File: src/fast_serial_pkg.sv
// constants, types and helpers shared by the fast serial port
package fast_serial_pkg;
  localparam int DATA_W = 16;
  localparam int FIFO_DEPTH = 16;
  // register offsets
  localparam logic [11:0] OFS_MODE = 12'hc00;
  localparam logic [11:0] OFS_CTRL = 12'hc02;
  localparam logic [11:0] OFS_STAT = 12'hc04;
  localparam logic [11:0] OFS_CRC = 12'hc06;
  localparam logic [11:0] OFS_IS = 12'hc08;
  localparam logic [11:0] OFS_WE = 12'hc0a;
  localparam logic [11:0] OFS_IE = 12'hc0c;
  localparam logic [11:0] OFS_IR = 12'hc0e;
  localparam logic [11:0] OFS_TXWB = 12'hc10;
  localparam logic [11:0] OFS_RXRB = 12'hc12;
  localparam logic [11:0] OFS_TXSB = 12'hc14;
  localparam logic [11:0] OFS_RXSB = 12'hc16;
  // mode_setting fields
  localparam int MD_LOOP = 15;
  localparam int MD_ORDER = 14;
  localparam int MD_IDLE = 13;
  localparam int MD_TXE = 11;
  localparam int MD_RXE = 10;
  localparam int MD_TINV = 9;
  localparam int MD_RINV = 8;
  localparam int MD_CKEN = 6;
  localparam int MD_DIV_HI = 2;
  localparam int MD_DIV_LO = 0;
  // transfer_control fields
  localparam int CT_POLY = 15;
  localparam int CT_SRC = 14;
  localparam int CT_CLRN = 13;
  localparam int CT_DMAW = 9;
  localparam int CT_DMAR = 8;
  localparam int CT_UNIT = 5;
  localparam int CT_ALGN = 2;
  localparam int CT_SEQ = 1;
  localparam int CT_ONE = 0;
  // reset values and writable masks
  localparam logic [15:0] MODE_RST = 16'h6000;
  localparam logic [15:0] CTRL_RST = 16'h0040;
  localparam logic [15:0] MODE_WMASK = 16'hef47;
  localparam logic [15:0] CTRL_WMASK = 16'he367;
  localparam logic [15:0] IRQ_WMASK = 16'h000f;
  // condition order: tx shift empty, rx shift full, tx buf empty, rx buf full
  localparam logic [3:0] COND_RST = 4'ha;
  localparam logic [5:0] TICK_LAST8 = 6'h0f;
  localparam logic [5:0] TICK_LAST16 = 6'h1f;
  localparam logic [6:0] CRC7_POLY = 7'h09;
  localparam logic [15:0] CRC16_POLY = 16'h1021;

  typedef enum logic {ST_IDLE, ST_RUN} xfer_state_t;

  // cycles per half shift clock, minus one
  function automatic logic [4:0] half_cnt(input logic [2:0] sel);
    logic [4:0] h;
    h = 5'h1f;
    case (sel)
      3'h1: h = 5'h00;
      3'h2: h = 5'h01;
      3'h3: h = 5'h03;
      3'h4: h = 5'h07;
      3'h5: h = 5'h0f;
      default: h = 5'h1f;
    endcase
    return h;
  endfunction

  // word position of the k-th bit on the wire
  function automatic logic [3:0] bit_pos(input logic [4:0] k, input logic msb,
                                         input logic u16);
    logic [3:0] top;
    top = u16 ? 4'hf : 4'h7;
    return msb ? 4'(top - k[3:0]) : k[3:0];
  endfunction
endpackage

File: src/stream_if.sv
// valid/ready word stream between internal modules
`timescale 1ns/1ps
`default_nettype none
interface stream_if #(parameter int W = 16) ();
  logic valid;
  logic ready;
  logic [W-1:0] data;
  modport src (output valid, output data, input ready);
  modport snk (input valid, input data, output ready);
endinterface
`default_nettype wire

File: src/stream_fifo.sv
// first-in first-out word buffer, depth a power of two
`timescale 1ns/1ps
`default_nettype none
module stream_fifo #(
  parameter int W = 16,
  parameter int D = 16
) (
  input wire logic clk,
  input wire logic rst_n,
  stream_if.snk in_s,
  stream_if.src out_s
);
  localparam int AW = $clog2(D);
  localparam logic [AW:0] FULL_CNT = (AW + 1)'(D);

  logic [W-1:0] mem [D];
  logic [AW-1:0] wp_r;
  logic [AW-1:0] rp_r;
  logic [AW:0] cnt_r;
  logic push;
  logic pop;

  assign in_s.ready = cnt_r != FULL_CNT;
  assign out_s.valid = cnt_r != '0;
  assign out_s.data = mem[rp_r];
  assign push = in_s.valid & in_s.ready;
  assign pop = out_s.valid & out_s.ready;

  always_ff @(posedge clk) begin
    if (push) begin
      mem[wp_r] <= in_s.data;
    end
  end

  always_ff @(posedge clk) begin
    if (!rst_n) begin
      wp_r <= '0;
      rp_r <= '0;
      cnt_r <= '0;
    end else begin
      if (push) wp_r <= wp_r + 1'b1;
      if (pop) rp_r <= rp_r + 1'b1;
      if (push && !pop) cnt_r <= cnt_r + 1'b1;
      else if (pop && !push) cnt_r <= cnt_r - 1'b1;
    end
  end
endmodule
`default_nettype wire

File: src/crc_engine.sv
// bit-serial crc-7 / crc-16 generator
`timescale 1ns/1ps
`default_nettype none
module crc_engine
  import fast_serial_pkg::*;
(
  input wire logic clk,
  input wire logic rst_n,
  input wire logic clear_n,
  input wire logic poly16,
  input wire logic bit_vld,
  input wire logic bit_in,
  output logic [15:0] crc
);
  logic [15:0] crc_r;
  logic fb7;
  logic fb16;
  logic [6:0] c7;
  logic [15:0] c16;

  assign fb7 = bit_in ^ crc_r[6];
  assign c7 = {crc_r[5:0], 1'b0} ^ (fb7 ? CRC7_POLY : 7'h00);
  assign fb16 = bit_in ^ crc_r[15];
  assign c16 = {crc_r[14:0], 1'b0} ^ (fb16 ? CRC16_POLY : 16'h0000);
  assign crc = crc_r;

  always_ff @(posedge clk) begin
    if (!rst_n || !clear_n) begin
      crc_r <= 16'h0000;
    end else if (bit_vld) begin
      crc_r <= poly16 ? c16 : {9'h000, c7};
    end
  end
endmodule
`default_nettype wire

File: src/fast_serial_port.sv
// master-only synchronous serial port with crc and buffered transmit
`timescale 1ns/1ps
`default_nettype none
module fast_serial_port
  import fast_serial_pkg::*;
(
  input wire logic ref_clk,
  input wire logic rst_n,
  input wire logic [11:0] bus_addr,
  input wire logic bus_wr,
  input wire logic bus_rd,
  input wire logic [15:0] bus_wdata,
  output logic [15:0] bus_rdata,
  output logic tx_space,
  input wire logic serial_data_in_pin,
  output logic serial_data_out_pin,
  output logic serial_clock_pin,
  output logic combined_port_irq,
  output logic dma_tx_req,
  output logic dma_rx_req
);
  // ----------------------------------------------------------------
  // state
  // ----------------------------------------------------------------
  logic [15:0] mode_r;
  logic [15:0] ctrl_r;
  logic [15:0] we_r;
  logic [15:0] ie_r;
  logic [15:0] txsh_r;
  logic [15:0] rxsh_r;
  logic [15:0] rdbuf_r;
  logic [15:0] rdata_r;
  logic [3:0] is_r;
  logic [3:0] cond_d_r;
  logic tx_full_r;
  logic rend_r;
  logic rfr_r;
  logic unit_pend_r;
  logic sclk_r;
  logic sdo_r;
  logic sampled_r;
  logic xtx_r;
  logic xrx_r;
  logic irq_r;
  logic dmat_r;
  logic dmar_r;
  logic space_r;
  logic [4:0] div_cnt_r;
  logic [4:0] bit_tx_r;
  logic [4:0] bit_rx_r;
  logic [5:0] tick_cnt_r;
  xfer_state_t state_r;

  stream_if #(.W(DATA_W)) wr_s ();
  stream_if #(.W(DATA_W)) rd_s ();

  stream_fifo #(.W(DATA_W), .D(FIFO_DEPTH)) u_fifo (
    .clk(ref_clk),
    .rst_n(rst_n),
    .in_s(wr_s),
    .out_s(rd_s)
  );

  // ----------------------------------------------------------------
  // address decode
  // ----------------------------------------------------------------
  logic hit_md;
  logic hit_ct;
  logic hit_st;
  logic hit_cr;
  logic hit_is;
  logic hit_we;
  logic hit_ie;
  logic hit_ir;
  logic hit_td;
  logic hit_rd;
  logic hit_ts;
  logic hit_rs;
  assign hit_md = bus_addr == OFS_MODE;
  assign hit_ct = bus_addr == OFS_CTRL;
  assign hit_st = bus_addr == OFS_STAT;
  assign hit_cr = bus_addr == OFS_CRC;
  assign hit_is = bus_addr == OFS_IS;
  assign hit_we = bus_addr == OFS_WE;
  assign hit_ie = bus_addr == OFS_IE;
  assign hit_ir = bus_addr == OFS_IR;
  assign hit_td = bus_addr == OFS_TXWB;
  assign hit_rd = bus_addr == OFS_RXRB;
  assign hit_ts = bus_addr == OFS_TXSB;
  assign hit_rs = bus_addr == OFS_RXSB;

  // ----------------------------------------------------------------
  // setting fields
  // ----------------------------------------------------------------
  logic loop_en;
  logic msb_first;
  logic idle_lvl;
  logic tx_rise;
  logic rx_rise;
  logic tx_inv;
  logic rx_inv;
  logic clk_en;
  logic [2:0] div_sel;
  logic crc16;
  logic crc_rx;
  logic crc_run;
  logic dmaw_en;
  logic dmar_en;
  logic u16;
  logic align;
  logic seq_rx;
  logic unit_rx;
  assign loop_en = mode_r[MD_LOOP];
  assign msb_first = mode_r[MD_ORDER];
  assign idle_lvl = mode_r[MD_IDLE];
  assign tx_rise = mode_r[MD_TXE];
  assign rx_rise = mode_r[MD_RXE];
  assign tx_inv = mode_r[MD_TINV];
  assign rx_inv = mode_r[MD_RINV];
  assign clk_en = mode_r[MD_CKEN];
  assign div_sel = mode_r[MD_DIV_HI:MD_DIV_LO];
  assign crc16 = ctrl_r[CT_POLY];
  assign crc_rx = ctrl_r[CT_SRC];
  assign crc_run = ctrl_r[CT_CLRN];
  assign dmaw_en = ctrl_r[CT_DMAW];
  assign dmar_en = ctrl_r[CT_DMAR];
  assign u16 = ctrl_r[CT_UNIT];
  assign align = ctrl_r[CT_ALGN];
  assign seq_rx = ctrl_r[CT_SEQ];
  assign unit_rx = ctrl_r[CT_ONE] & !seq_rx;

  // ----------------------------------------------------------------
  // shift clock timing
  // ----------------------------------------------------------------
  logic div_ok;
  logic tick;
  logic running;
  logic toggle;
  logic live;
  logic rise;
  logic fall;
  logic launch;
  logic sample;
  logic done;
  logic advance;
  assign div_ok = div_sel != 3'h0;
  assign tick = clk_en & div_ok & (div_cnt_r == half_cnt(div_sel));
  assign running = state_r == ST_RUN;
  assign toggle = tick & (running | loop_en);
  // a transfer starts counting only from a low clock
  assign live = running & tick & ((tick_cnt_r != 6'h00) | !sclk_r);
  assign rise = live & !sclk_r;
  assign fall = live & sclk_r;
  assign launch = tx_rise ? rise : fall;
  assign sample = rx_rise ? rise : fall;
  assign done = live & (tick_cnt_r == (u16 ? TICK_LAST16 : TICK_LAST8));
  // never move data before the current bit was sampled
  assign advance = launch & (sampled_r | sample) & xtx_r;

  // ----------------------------------------------------------------
  // transfer start
  // ----------------------------------------------------------------
  logic tx_avail;
  logic rx_want;
  logic go_tx;
  logic go_rx;
  logic start;
  assign tx_avail = rd_s.valid;
  assign rx_want = seq_rx ? !rend_r : (unit_rx & unit_pend_r & !rend_r & !rfr_r);
  assign go_tx = tx_avail & (!align | rx_want);
  assign go_rx = rx_want & (!align | tx_avail);
  assign start = !running & clk_en & div_ok & (go_tx | go_rx);
  assign rd_s.ready = start & go_tx;
  assign wr_s.valid = bus_wr & hit_td;
  assign wr_s.data = bus_wdata;

  // ----------------------------------------------------------------
  // serial data paths
  // ----------------------------------------------------------------
  logic [3:0] first_pos;
  logic [3:0] tx_pos;
  logic [3:0] samp_pos;
  logic [4:0] tx_next_k;
  logic rx_bit;
  logic crc_vld;
  logic crc_bit;
  logic sdo_nxt;
  logic [15:0] crc_val;
  assign tx_next_k = bit_tx_r + 5'h01;
  assign first_pos = bit_pos(5'h00, msb_first, u16);
  assign tx_pos = bit_pos(tx_next_k, msb_first, u16);
  assign samp_pos = bit_pos(bit_rx_r, msb_first, u16);
  assign rx_bit = (loop_en ? sdo_r : serial_data_in_pin) ^ rx_inv;
  assign crc_vld = sample & (crc_rx ? xrx_r : xtx_r);
  assign crc_bit = crc_rx ? rx_bit : txsh_r[samp_pos];
  assign sdo_nxt = start ? (go_tx ? rd_s.data[first_pos] ^ tx_inv : idle_lvl)
                 : done ? idle_lvl
                 : advance ? txsh_r[tx_pos] ^ tx_inv
                 : running ? sdo_r : idle_lvl;

  crc_engine u_crc (
    .clk(ref_clk),
    .rst_n(rst_n),
    .clear_n(crc_run),
    .poly16(crc16),
    .bit_vld(crc_vld),
    .bit_in(crc_bit),
    .crc(crc_val)
  );

  // ----------------------------------------------------------------
  // status and interrupt terms
  // ----------------------------------------------------------------
  logic [3:0] cond;
  logic [3:0] rise_c;
  logic [3:0] oneshot;
  logic [3:0] is_clr;
  logic [3:0] is_nxt;
  logic [3:0] irq_req;
  logic rd_rd;
  logic unit_set;
  assign cond = {!tx_full_r, rend_r, !rd_s.valid, rfr_r};
  assign rise_c = cond & ~cond_d_r;
  assign oneshot = {2'b00, dmaw_en, dmar_en};
  assign is_clr = (bus_wr & hit_is) ? (bus_wdata[3:0] & we_r[3:0]) : 4'h0;
  assign is_nxt = (is_r & ~is_clr) | (rise_c & ~oneshot);
  assign irq_req = is_r & ie_r[3:0];
  assign rd_rd = bus_rd & hit_rd;
  assign unit_set = (bus_wr & hit_ct & bus_wdata[CT_ONE] & !ctrl_r[CT_ONE])
                  | (rd_rd & unit_rx);

  // ----------------------------------------------------------------
  // read selection
  // ----------------------------------------------------------------
  logic [15:0] rd_mux;
  assign rd_mux = hit_md ? mode_r
                : hit_ct ? ctrl_r
                : hit_st ? {12'h000, cond}
                : hit_cr ? crc_val
                : hit_is ? {12'h000, is_r}
                : hit_we ? we_r
                : hit_ie ? ie_r
                : hit_ir ? {12'h000, irq_req}
                : hit_rd ? rdbuf_r
                : hit_ts ? txsh_r
                : hit_rs ? rxsh_r
                : 16'h0000;

  // ----------------------------------------------------------------
  // registers written by software
  // ----------------------------------------------------------------
  always_ff @(posedge ref_clk) begin
    if (!rst_n) begin
      mode_r <= MODE_RST;
      ctrl_r <= CTRL_RST;
      we_r <= 16'h0000;
      ie_r <= 16'h0000;
    end else if (bus_wr) begin
      if (hit_md) mode_r <= bus_wdata & MODE_WMASK;
      if (hit_ct) ctrl_r <= bus_wdata & CTRL_WMASK;
      if (hit_we) we_r <= bus_wdata & IRQ_WMASK;
      if (hit_ie) ie_r <= bus_wdata & IRQ_WMASK;
    end
  end

  // ----------------------------------------------------------------
  // divider and clock pin
  // ----------------------------------------------------------------
  always_ff @(posedge ref_clk) begin
    if (!rst_n) begin
      div_cnt_r <= 5'h00;
      sclk_r <= 1'b0;
    end else begin
      div_cnt_r <= (tick || !clk_en || !div_ok) ? 5'h00 : div_cnt_r + 5'h01;
      if (toggle) sclk_r <= !sclk_r;
    end
  end

  // ----------------------------------------------------------------
  // transfer sequencing
  // ----------------------------------------------------------------
  always_ff @(posedge ref_clk) begin
    if (!rst_n) begin
      state_r <= ST_IDLE;
      tick_cnt_r <= 6'h00;
      bit_tx_r <= 5'h00;
      bit_rx_r <= 5'h00;
      sampled_r <= 1'b0;
      xtx_r <= 1'b0;
      xrx_r <= 1'b0;
      sdo_r <= 1'b1;
    end else begin
      sdo_r <= sdo_nxt;
      unique case (state_r)
        ST_IDLE: begin
          if (start) begin
            state_r <= ST_RUN;
            tick_cnt_r <= 6'h00;
            bit_tx_r <= 5'h00;
            bit_rx_r <= 5'h00;
            sampled_r <= 1'b0;
            xtx_r <= go_tx;
            xrx_r <= go_rx;
          end
        end
        ST_RUN: begin
          if (live) tick_cnt_r <= tick_cnt_r + 6'h01;
          if (sample) bit_rx_r <= bit_rx_r + 5'h01;
          if (advance) bit_tx_r <= tx_next_k;
          if (advance) sampled_r <= 1'b0;
          else if (sample) sampled_r <= 1'b1;
          if (done) state_r <= ST_IDLE;
        end
      endcase
    end
  end

  // ----------------------------------------------------------------
  // shift and buffer registers
  // ----------------------------------------------------------------
  always_ff @(posedge ref_clk) begin
    if (!rst_n) begin
      txsh_r <= 16'h0000;
      rxsh_r <= 16'h0000;
      rdbuf_r <= 16'h0000;
      tx_full_r <= 1'b0;
      rend_r <= 1'b0;
      rfr_r <= 1'b0;
    end else begin
      if (rd_s.ready) txsh_r <= rd_s.data;
      if (rd_s.ready) tx_full_r <= 1'b1;
      else if (done) tx_full_r <= 1'b0;
      if (start && go_rx) rxsh_r <= 16'h0000;
      else if (sample && xrx_r) rxsh_r[samp_pos] <= rx_bit;
      if (done && xrx_r) rend_r <= 1'b1;
      else if (rend_r && !rfr_r) rend_r <= 1'b0;
      if (rend_r && !rfr_r) rdbuf_r <= rxsh_r;
      if (rend_r && !rfr_r) rfr_r <= 1'b1;
      else if (rd_rd) rfr_r <= 1'b0;
    end
  end

  always_ff @(posedge ref_clk) begin
    if (!rst_n) begin
      unit_pend_r <= 1'b0;
    end else if (unit_set) begin
      unit_pend_r <= 1'b1;
    end else if (start && go_rx && !seq_rx) begin
      unit_pend_r <= 1'b0;
    end
  end

  // ----------------------------------------------------------------
  // interrupt, dma and bus outputs
  // ----------------------------------------------------------------
  always_ff @(posedge ref_clk) begin
    if (!rst_n) begin
      is_r <= 4'h0;
      cond_d_r <= COND_RST;
      irq_r <= 1'b0;
      dmat_r <= 1'b0;
      dmar_r <= 1'b0;
      rdata_r <= 16'h0000;
      space_r <= 1'b0;
    end else begin
      is_r <= is_nxt;
      cond_d_r <= cond;
      irq_r <= |irq_req;
      dmat_r <= rise_c[1] & dmaw_en;
      dmar_r <= rise_c[0] & dmar_en;
      rdata_r <= bus_rd ? rd_mux : 16'h0000;
      space_r <= wr_s.ready;
    end
  end

  assign bus_rdata = rdata_r;
  assign tx_space = space_r;
  assign serial_data_out_pin = sdo_r;
  assign serial_clock_pin = sclk_r;
  assign combined_port_irq = irq_r;
  assign dma_tx_req = dmat_r;
  assign dma_rx_req = dmar_r;
endmodule
`default_nettype wire

File: config.mk
export PLATFORM = sky130hd
export DESIGN_NAME = fast_serial_port
export DESIGN_NICKNAME = d
export VERILOG_FILES = /design/src/fast_serial_pkg.sv /design/src/stream_if.sv /design/src/stream_fifo.sv /design/src/crc_engine.sv /design/src/fast_serial_port.sv
export SDC_FILE = /design/constraint.sdc
export NUM_CORES = 1
export LEC_CHECK = 0
export CORE_UTILIZATION = 35
export CTS_CLUSTER_DIAMETER = 100
export DETAILED_ROUTE_END_ITERATION = 10
export DONT_BUFFER_PORTS = 1
export HOLD_SLACK_MARGIN = 0.1
export SYNTH_ARGS = -nofsm -noshare
export SYNTH_HDL_FRONTEND = slang
export SYNTH_SLANG_ARGS = --single-unit
export TNS_END_PERCENT = 20
File: constraint.sdc
create_clock -name ref_clk -period 4.22 [get_ports ref_clk]
set_input_delay 0.844 -clock ref_clk [delete_from_list [all_inputs] [get_ports ref_clk]]
set_output_delay 0.844 -clock ref_clk [all_outputs]
set_load 0.05 [all_outputs]
==> results.json, run 1 <==
{
  "initial_core_util_pct": 35.5,
  "path_clk_slew_ps": 60,
  "path_cells": "nor4_1, nor2b_1, a21oi_1, nor3b_2, buf_4, inv_1, ha_1, inv_1, ha_1, a21o_1, a21oi_1, xnor2_1, or3_1, a21boi_0",
  "slew_viol_final": 0,
  "yosysTopAreaCell": "edfxtp_1",
  "drv_cap": 0,
  "p_leak_nw": 6.30,
  "cp_slowest_stage_delay_ps": 510,
  "synth_nets": 1375,
  "setup_violations": 0,
  "ant_nets": 0,
  "synthFlopType": "edfxtp_1",
  "fin_skew_ps": 24.3,
  "drive_above_1_share_pct": 17.0,
  "ir_drop_mv": 0.282,
  "synth_area_leaders": "edfxtp_1, dfxtp_1, mux4_2",
  "via_count": 10800,
  "drt-initial-drc-count": 878,
  "vias_per_cell": 5.27,
  "place_area_um2": 18800,
  "clk_path_buf_depth": 3,
  "numCtsBuffers": 46,
  "hpwl_um": 28800,
  "diodes": 0,
  "numPortBuffers": 0,
  "ys_warn_count": 0,
  "die_h_um": 228,
  "cts_tree": "yes",
  "fin_crit_ps": 3490,
  "hold_path_class": "input pin to flip-flop",
  "post-place-ws_ps": 493,
  "coreArea_um2": 50200,
  "p_per_area_nw_per_um2": 410,
  "grt_pass1_wl_um": 65500,
  "place.gp.congestion": 0.874,
  "setup-tns-final_ps": 0,
  "synthArstFlopShare_pct": 0,
  "synth_top_area_share_pct": 43.2,
  "ys_ff_latch": 423,
  "path_buf_inv": 3,
  "netlist_area_um2": 17800,
  "drc": 0,
  "cts_setup_buffers": 0,
  "startpoint_type": "flip-flop",
  "grt-ovfl-total": 0,
  "fin_crit_sh_pct": 82.6,
  "status": "complete, no violations",
  "seq_area_frac_synth_pct": 62.0,
  "netlist_top_cells_count": "edfxtp_1, nand2_1, dfxtp_1",
  "setup_ws_ps": 734,
  "path_class": "flip-flop to flip-flop",
  "crit_arrival_ps": 4000,
  "grt_pass1_vias": 10600,
  "slowest_stage": "nor4_1",
  "crit_required_ps": 4730,
  "ctsHoldBuffers": 0,
  "post_synth.cell_area_avg_um2": 13.4,
  "clkLatencyLatePin_ps": 590,
  "antenna_found_initial": 0,
  "crit_family": "simple AND/OR/NAND/NOR gates",
  "htreeDepth": 2,
  "synth_edf_count": 256,
  "nNetsFinal": 1395,
  "post_cts_resized": 0,
  "stdcell_area_um2": 20200,
  "dp_cells": 1970,
  "ios": 55,
  "die_w_um": 228,
  "relSlewSlack_pct": 35.9,
  "syn_inst": 1326,
  "rows": 82,
  "endpoint_kind": "flip-flop",
  "worst_pin_slew_ps": 960,
  "cts_root_buf": "clkbuf_16",
  "grt_use_total_pct": 17.0,
  "hold_violations": 0,
  "grt_max_degree": 111,
  "yosysUniqueCellTypes": 68,
  "cts_num_sinks": 423,
  "dieArea_um2": 51800,
  "fin_cells": 2054,
  "maxClockFrequency_mhz": 287,
  "drt_pass1_iterations": 5,
  "yosysMostFrequentCell": "edfxtp_1",
  "wirelength_um": 43100,
  "drt-wirelength-per-cell_um": 21.0,
  "path_max_fanout": 20,
  "hold_ws_ps": 363,
  "rsz0062_at_grt": "false",
  "area_growth_pct": 13.5
}
==> metrics by stage <==
| stage | util, % | power, mW |
|---|---|---|
| after floorplan | - | 4.51 |
| after global placement | 37.4 | 4.50 |
| after detailed placement | 37.4 | 4.50 |
| after CTS | 40.3 | 8.40 |
| after global routing | 40.3 | 8.54 |
| final | 40.3 | 8.29 |
==> cells by family after synthesis <==
logic type                 after synthesis  share of synthesized area (%)
adders and majority gates               16                           1.17
muxes                                  128                           13.6
AOI/OAI and AO/OA                      220                           8.36
xor gates and xnor gates                40                           2.18
buffers and inverters                   92                           2.05
and+or+nand+nor                        407                           10.7
DFF                                    423                           62.0
==> worst register-to-register path, cell delays in order (launching register included) <==
cell	delay, ps
dfxtp_1	340
nor4_1	510
nor2b_1	330
a21oi_1	110
nor3b_2	170
buf_4	230
inv_1	100
ha_1	230
inv_1	100
ha_1	340
a21o_1	190
a21oi_1	180
xnor2_1	110
or3_1	300
a21boi_0	160
==> registers in the layout, summed over array words and instances, names as in the netlist, 4 cells and up, named ones only <==
| name | count |
|---|---|
| mode_r | 11 |
| u_fifo.rp_r | 4 |
| u_fifo.mem | 256 |
| cond_d_r | 4 |
| rxsh_r | 16 |
| ctrl_r | 10 |
| u_crc.crc | 16 |
| tick_cnt_r | 6 |
| bit_tx_r | 4 |
| u_fifo.wp_r | 4 |
| is_r | 4 |
| div_cnt_r | 5 |
| we_r | 4 |
| bus_rdata | 16 |
| ie_r | 4 |
| txsh_r | 16 |
| bit_rx_r | 4 |
| rdbuf_r | 16 |
| u_fifo.cnt_r | 5 |
==> final cells by class <==
class,count,area [um2]
clock buffers,54,1200
clock inverters,30,260
fillers,4657,30000
inverters,21,78.8
multi-input cells,811,6460
flip-flops and latches,423,11000
well taps,672,841
repair buffers,43,335
==> where the power goes <==
part | switching, mW | total (mW) | internal, mW
Clock | 1.65 | 3.88 | 2.23
Combinational | 0.0175 | 0.0347 | 0.0172
Sequential | 0.00209 | 4.38 | 4.37
==> cell usage in the layout (no fill, tap or decap), drive strengths merged, types with 5 or more instances in the layout <==
| master | synthesis | final |
|---|---|---|
| o22ai | 5 | 5 |
| mux2i | 34 | 34 |
| a22oi | 28 | 28 |
| a31oi | 9 | 9 |
| or3 | 9 | 9 |
| a21boi | 62 | 62 |
| nand2b | 6 | 6 |
| edfxtp | 256 | 256 |
| nor3 | 14 | 14 |
| mux4 | 89 | 89 |
| ha | 15 | 15 |
| xor2 | 15 | 15 |
| a21oi | 53 | 53 |
| clkbuf | 56 | 54 |
| nor2 | 72 | 72 |
| nand2 | 181 | 181 |
| clkinv | 0 | 24 |
| o21ai | 29 | 29 |
| mux2 | 5 | 5 |
| dfxtp | 167 | 167 |
| nand4 | 7 | 7 |
| nand3 | 46 | 46 |
| nand3b | 6 | 6 |
| nor2b | 24 | 24 |
| xnor2 | 24 | 24 |
| and2 | 20 | 20 |
| inv | 21 | 23 |
| buf | 15 | 43 |
==> path summary, 6_finish.rpt <==
check                               startpoint                      endpoint  cells past startpoint  slack [ps]
setup / recovery  u_fifo.cnt_r[0]$_SDFFE_PN0P_  u_fifo.cnt_r[4]$_SDFFE_PN0P_                     14         730
setup reg to reg  u_fifo.cnt_r[0]$_SDFFE_PN0P_  u_fifo.cnt_r[4]$_SDFFE_PN0P_                     14         730
hold / removal                    bus_wdata[8]    u_fifo.mem[1][8]$_DFFE_PP_                      0         360
hold reg to reg         tx_full_r$_SDFFE_PN0P_        cond_d_r[3]$_SDFF_PN1_                      1         440
==> per-layer routing <==
metal | up-vias | wire, um | track usage [%]
li1 | 5003 | - | -
met2 | 321 | 20600 | 27.7
met5 | - | 0 | 0
met3 | 71 | 2670 | 3.16
met4 | 0 | 1260 | 6.19
met1 | 5435 | 18600 | 22.6
No activity file was read; power rests on OpenSTA's default activity.
==> run 2, diff against run 1 <==
Clock period 4.22 ns to 2.86 ns, I/O delays scaled along.
==> run 2 against run 1 <==
  * Via count grew 3.7%
  * Global-route usage grew 1.1 points
  * Non-clock buffer count up 73
  * Core utilization up 1.5 points
  * Die area did not move
  * Sequential share of layout area down 2.0 points
  * Fmax increased by 29%
  * Sequential power is 47% higher
  * Critical endpoint unchanged
  * Sequential cell count unchanged
  * Cell area grew 3.8%
==> results.json, run 2 (synthesized netlist as in run 1, its figures left out) <==
{
  "wirelength_um": 46000,
  "cts_root_buf": "clkbuf_16",
  "fin_skew_ps": 12.9,
  "crit_arrival_ps": 3210,
  "relSlewSlack_pct": 49.6,
  "area_growth_pct": 17.8,
  "initial_core_util_pct": 35.5,
  "coreArea_um2": 50200,
  "hold_ws_ps": 125,
  "die_w_um": 228,
  "die_h_um": 228,
  "place_area_um2": 19300,
  "worst_pin_slew_ps": 756,
  "p_per_area_nw_per_um2": 588,
  "maxClockFrequency_mhz": 369,
  "hpwl_um": 30900,
  "numPortBuffers": 0,
  "ir_drop_mv": 0.508,
  "clkLatencyLatePin_ps": 580,
  "cp_slowest_stage_delay_ps": 450,
  "regMostFlops": "u_fifo.mem",
  "fin_crit_sh_pct": 94.6,
  "dp_cells": 2025,
  "min_path_cells": 2,
  "r2r_end": "u_fifo.cnt_r[4]$_SDFFE_PN0P_",
  "slew_viol_final": 0,
  "ios": 55,
  "grt-ovfl-total": 0,
  "post-place-ws_ps": 41.9,
  "grt_use_total_pct": 18.1,
  "layout_common_cells": "edfxtp_1, nand2_1, dfxtp_1",
  "antenna_found_initial": 5,
  "drt_pass1_iterations": 5,
  "path_clk_slew_ps": 60,
  "drive_above_1_share_pct": 20.7,
  "worst-r2r-cell-count": 13,
  "setup_violations": 0,
  "rows": 82,
  "htreeDepth": 2,
  "crit_required_ps": 3360,
  "numCtsBuffers": 44,
  "place.gp.congestion": 0.846,
  "nNetsFinal": 1466,
  "hold_violations": 0,
  "grt_pass1_vias": 11100,
  "hold_path_class": "input pin to flip-flop",
  "vias_per_cell": 5.27,
  "cts_tree": "yes",
  "final_common_cell": "edfxtp_1",
  "path_max_fanout": 3,
  "whs_endpoint": "mode_r[14]$_SDFFE_PN1P_",
  "cts_num_sinks": 423,
  "drv_cap": 0,
  "min-delay-start": "bus_wdata[14]",
  "rrSetupSlack_ps": 150,
  "rr_startpoint": "u_fifo.cnt_r[2]$_SDFFE_PN0P_",
  "drt-initial-drc-count": 993,
  "grt_max_degree": 106,
  "startpoint_type": "flip-flop",
  "fin_util_pct": 41.8,
  "slowest_stage": "dfxtp_1",
  "drc": 0,
  "setup_ws_ps": 153,
  "drt-wirelength-per-cell_um": 21.6,
  "endpoint_kind": "flip-flop",
  "p_leak_nw": 6.67,
  "largest_reg_flops": 256,
  "crit_top_cell": "inv_1",
  "grt_pass1_wl_um": 69300,
  "status": "complete, no violations",
  "dieArea_um2": 51800,
  "ant_nets": 0,
  "fin_cells": 2131,
  "fin_crit_ps": 2710,
  "stdcell_area_um2": 21000,
  "path_cells": "nor4_4, nor2b_4, a21oi_1, nor3b_2, inv_1, ha_4, fa_1, inv_1, a21o_1, a21oi_2, xnor2_1, or3_1, a21boi_0",
  "path_class": "flip-flop to flip-flop",
  "rsz0062_at_grt": "true",
  "clk_path_buf_depth": 3,
  "via_count": 11200
}
==> run 2: cell count changes in the layout (fill, tap and decap cells not counted), sizes merged <==
cell,delta
diode,+7
buf,+56
clkbuf,+10
clkinv,-13
dlygate4sd3,+17
==> run 2: where the power goes <==
group / internal [mW] / leakage, nW / switching [mW]
logic: 0.0416 / 2.32 / 0.0807
clock network: 3.35 / 0.711 / 2.41
registers: 6.45 / 3.65 / 0.00310
==> run 2: through the flow <==
stage | setup TNS (ps) | power (mW)
after global routing | -37.9 | 12.7
after detailed placement | 0 | 6.64
after floorplan | 0 | 6.65
after CTS | 0 | 12.4
after global placement | 0 | 6.64
final | 0 | 12.3
==> run 2: what timing repair did <==
action	4_1_cts	5_1_grt
setup buffers	0	1
endpoints found under the setup margin	0	7
hold endpoints to repair	262	0
hold buffers	17	0
gates resized for setup	0	8
==> run 2: layout make-up <==
cell class                 instances  area, um2
sequential                       423      11000
inverter                          21       78.8
clock inverter                    17        189
clock buffer                      64       1260
timing repair buffer             116        988
fill                            4529      29200
multi-input combinational        811       6570
antenna                            7       17.5
tap                              672        841
==> run 2: layer usage <==
metal  global-route usage [%]  up-vias  wire (um)
li1                         -     5171          -
met2                     29.7      361      21900
met3                     4.52       68       3510
met1                     23.6     5629      19600
met4                     5.41        4        928
met5                        0        -         27
==> run 2: critical path, delay by kind of cell, from the launching register on <==
family                   cells  cell delay, ps
AND/OR/NAND/NOR              4             750
adder cells (fa/ha/maj)      2             640
AO/OA/AOI/OAI                4             490
flip-flops                   1             450
buffers and inverters        2             190
XOR/XNOR                     1             120
==> run 2: how the worst max path moves through the flow <==
| stage | cells past startpoint | slack (ps) | endpoint | startpoint |
|---|---|---|---|---|
| after floorplan | 13 | 20 | u_fifo.cnt_r[4]$_SDFFE_PN0P_ | bus_addr[9] |
| after global placement | 13 | 80 | u_fifo.cnt_r[4]$_SDFFE_PN0P_ | bus_addr[9] |
| after detailed placement | 13 | 40 | u_fifo.cnt_r[4]$_SDFFE_PN0P_ | u_fifo.cnt_r[0]$_SDFFE_PN0P_ |
| after CTS | 13 | 30 | u_fifo.cnt_r[4]$_SDFFE_PN0P_ | u_fifo.cnt_r[0]$_SDFFE_PN0P_ |
| after global routing | 13 | -30 | u_fifo.cnt_r[4]$_SDFFE_PN0P_ | u_fifo.cnt_r[2]$_SDFFE_PN0P_ |
| final | 13 | 150 | u_fifo.cnt_r[4]$_SDFFE_PN0P_ | u_fifo.cnt_r[2]$_SDFFE_PN0P_ |
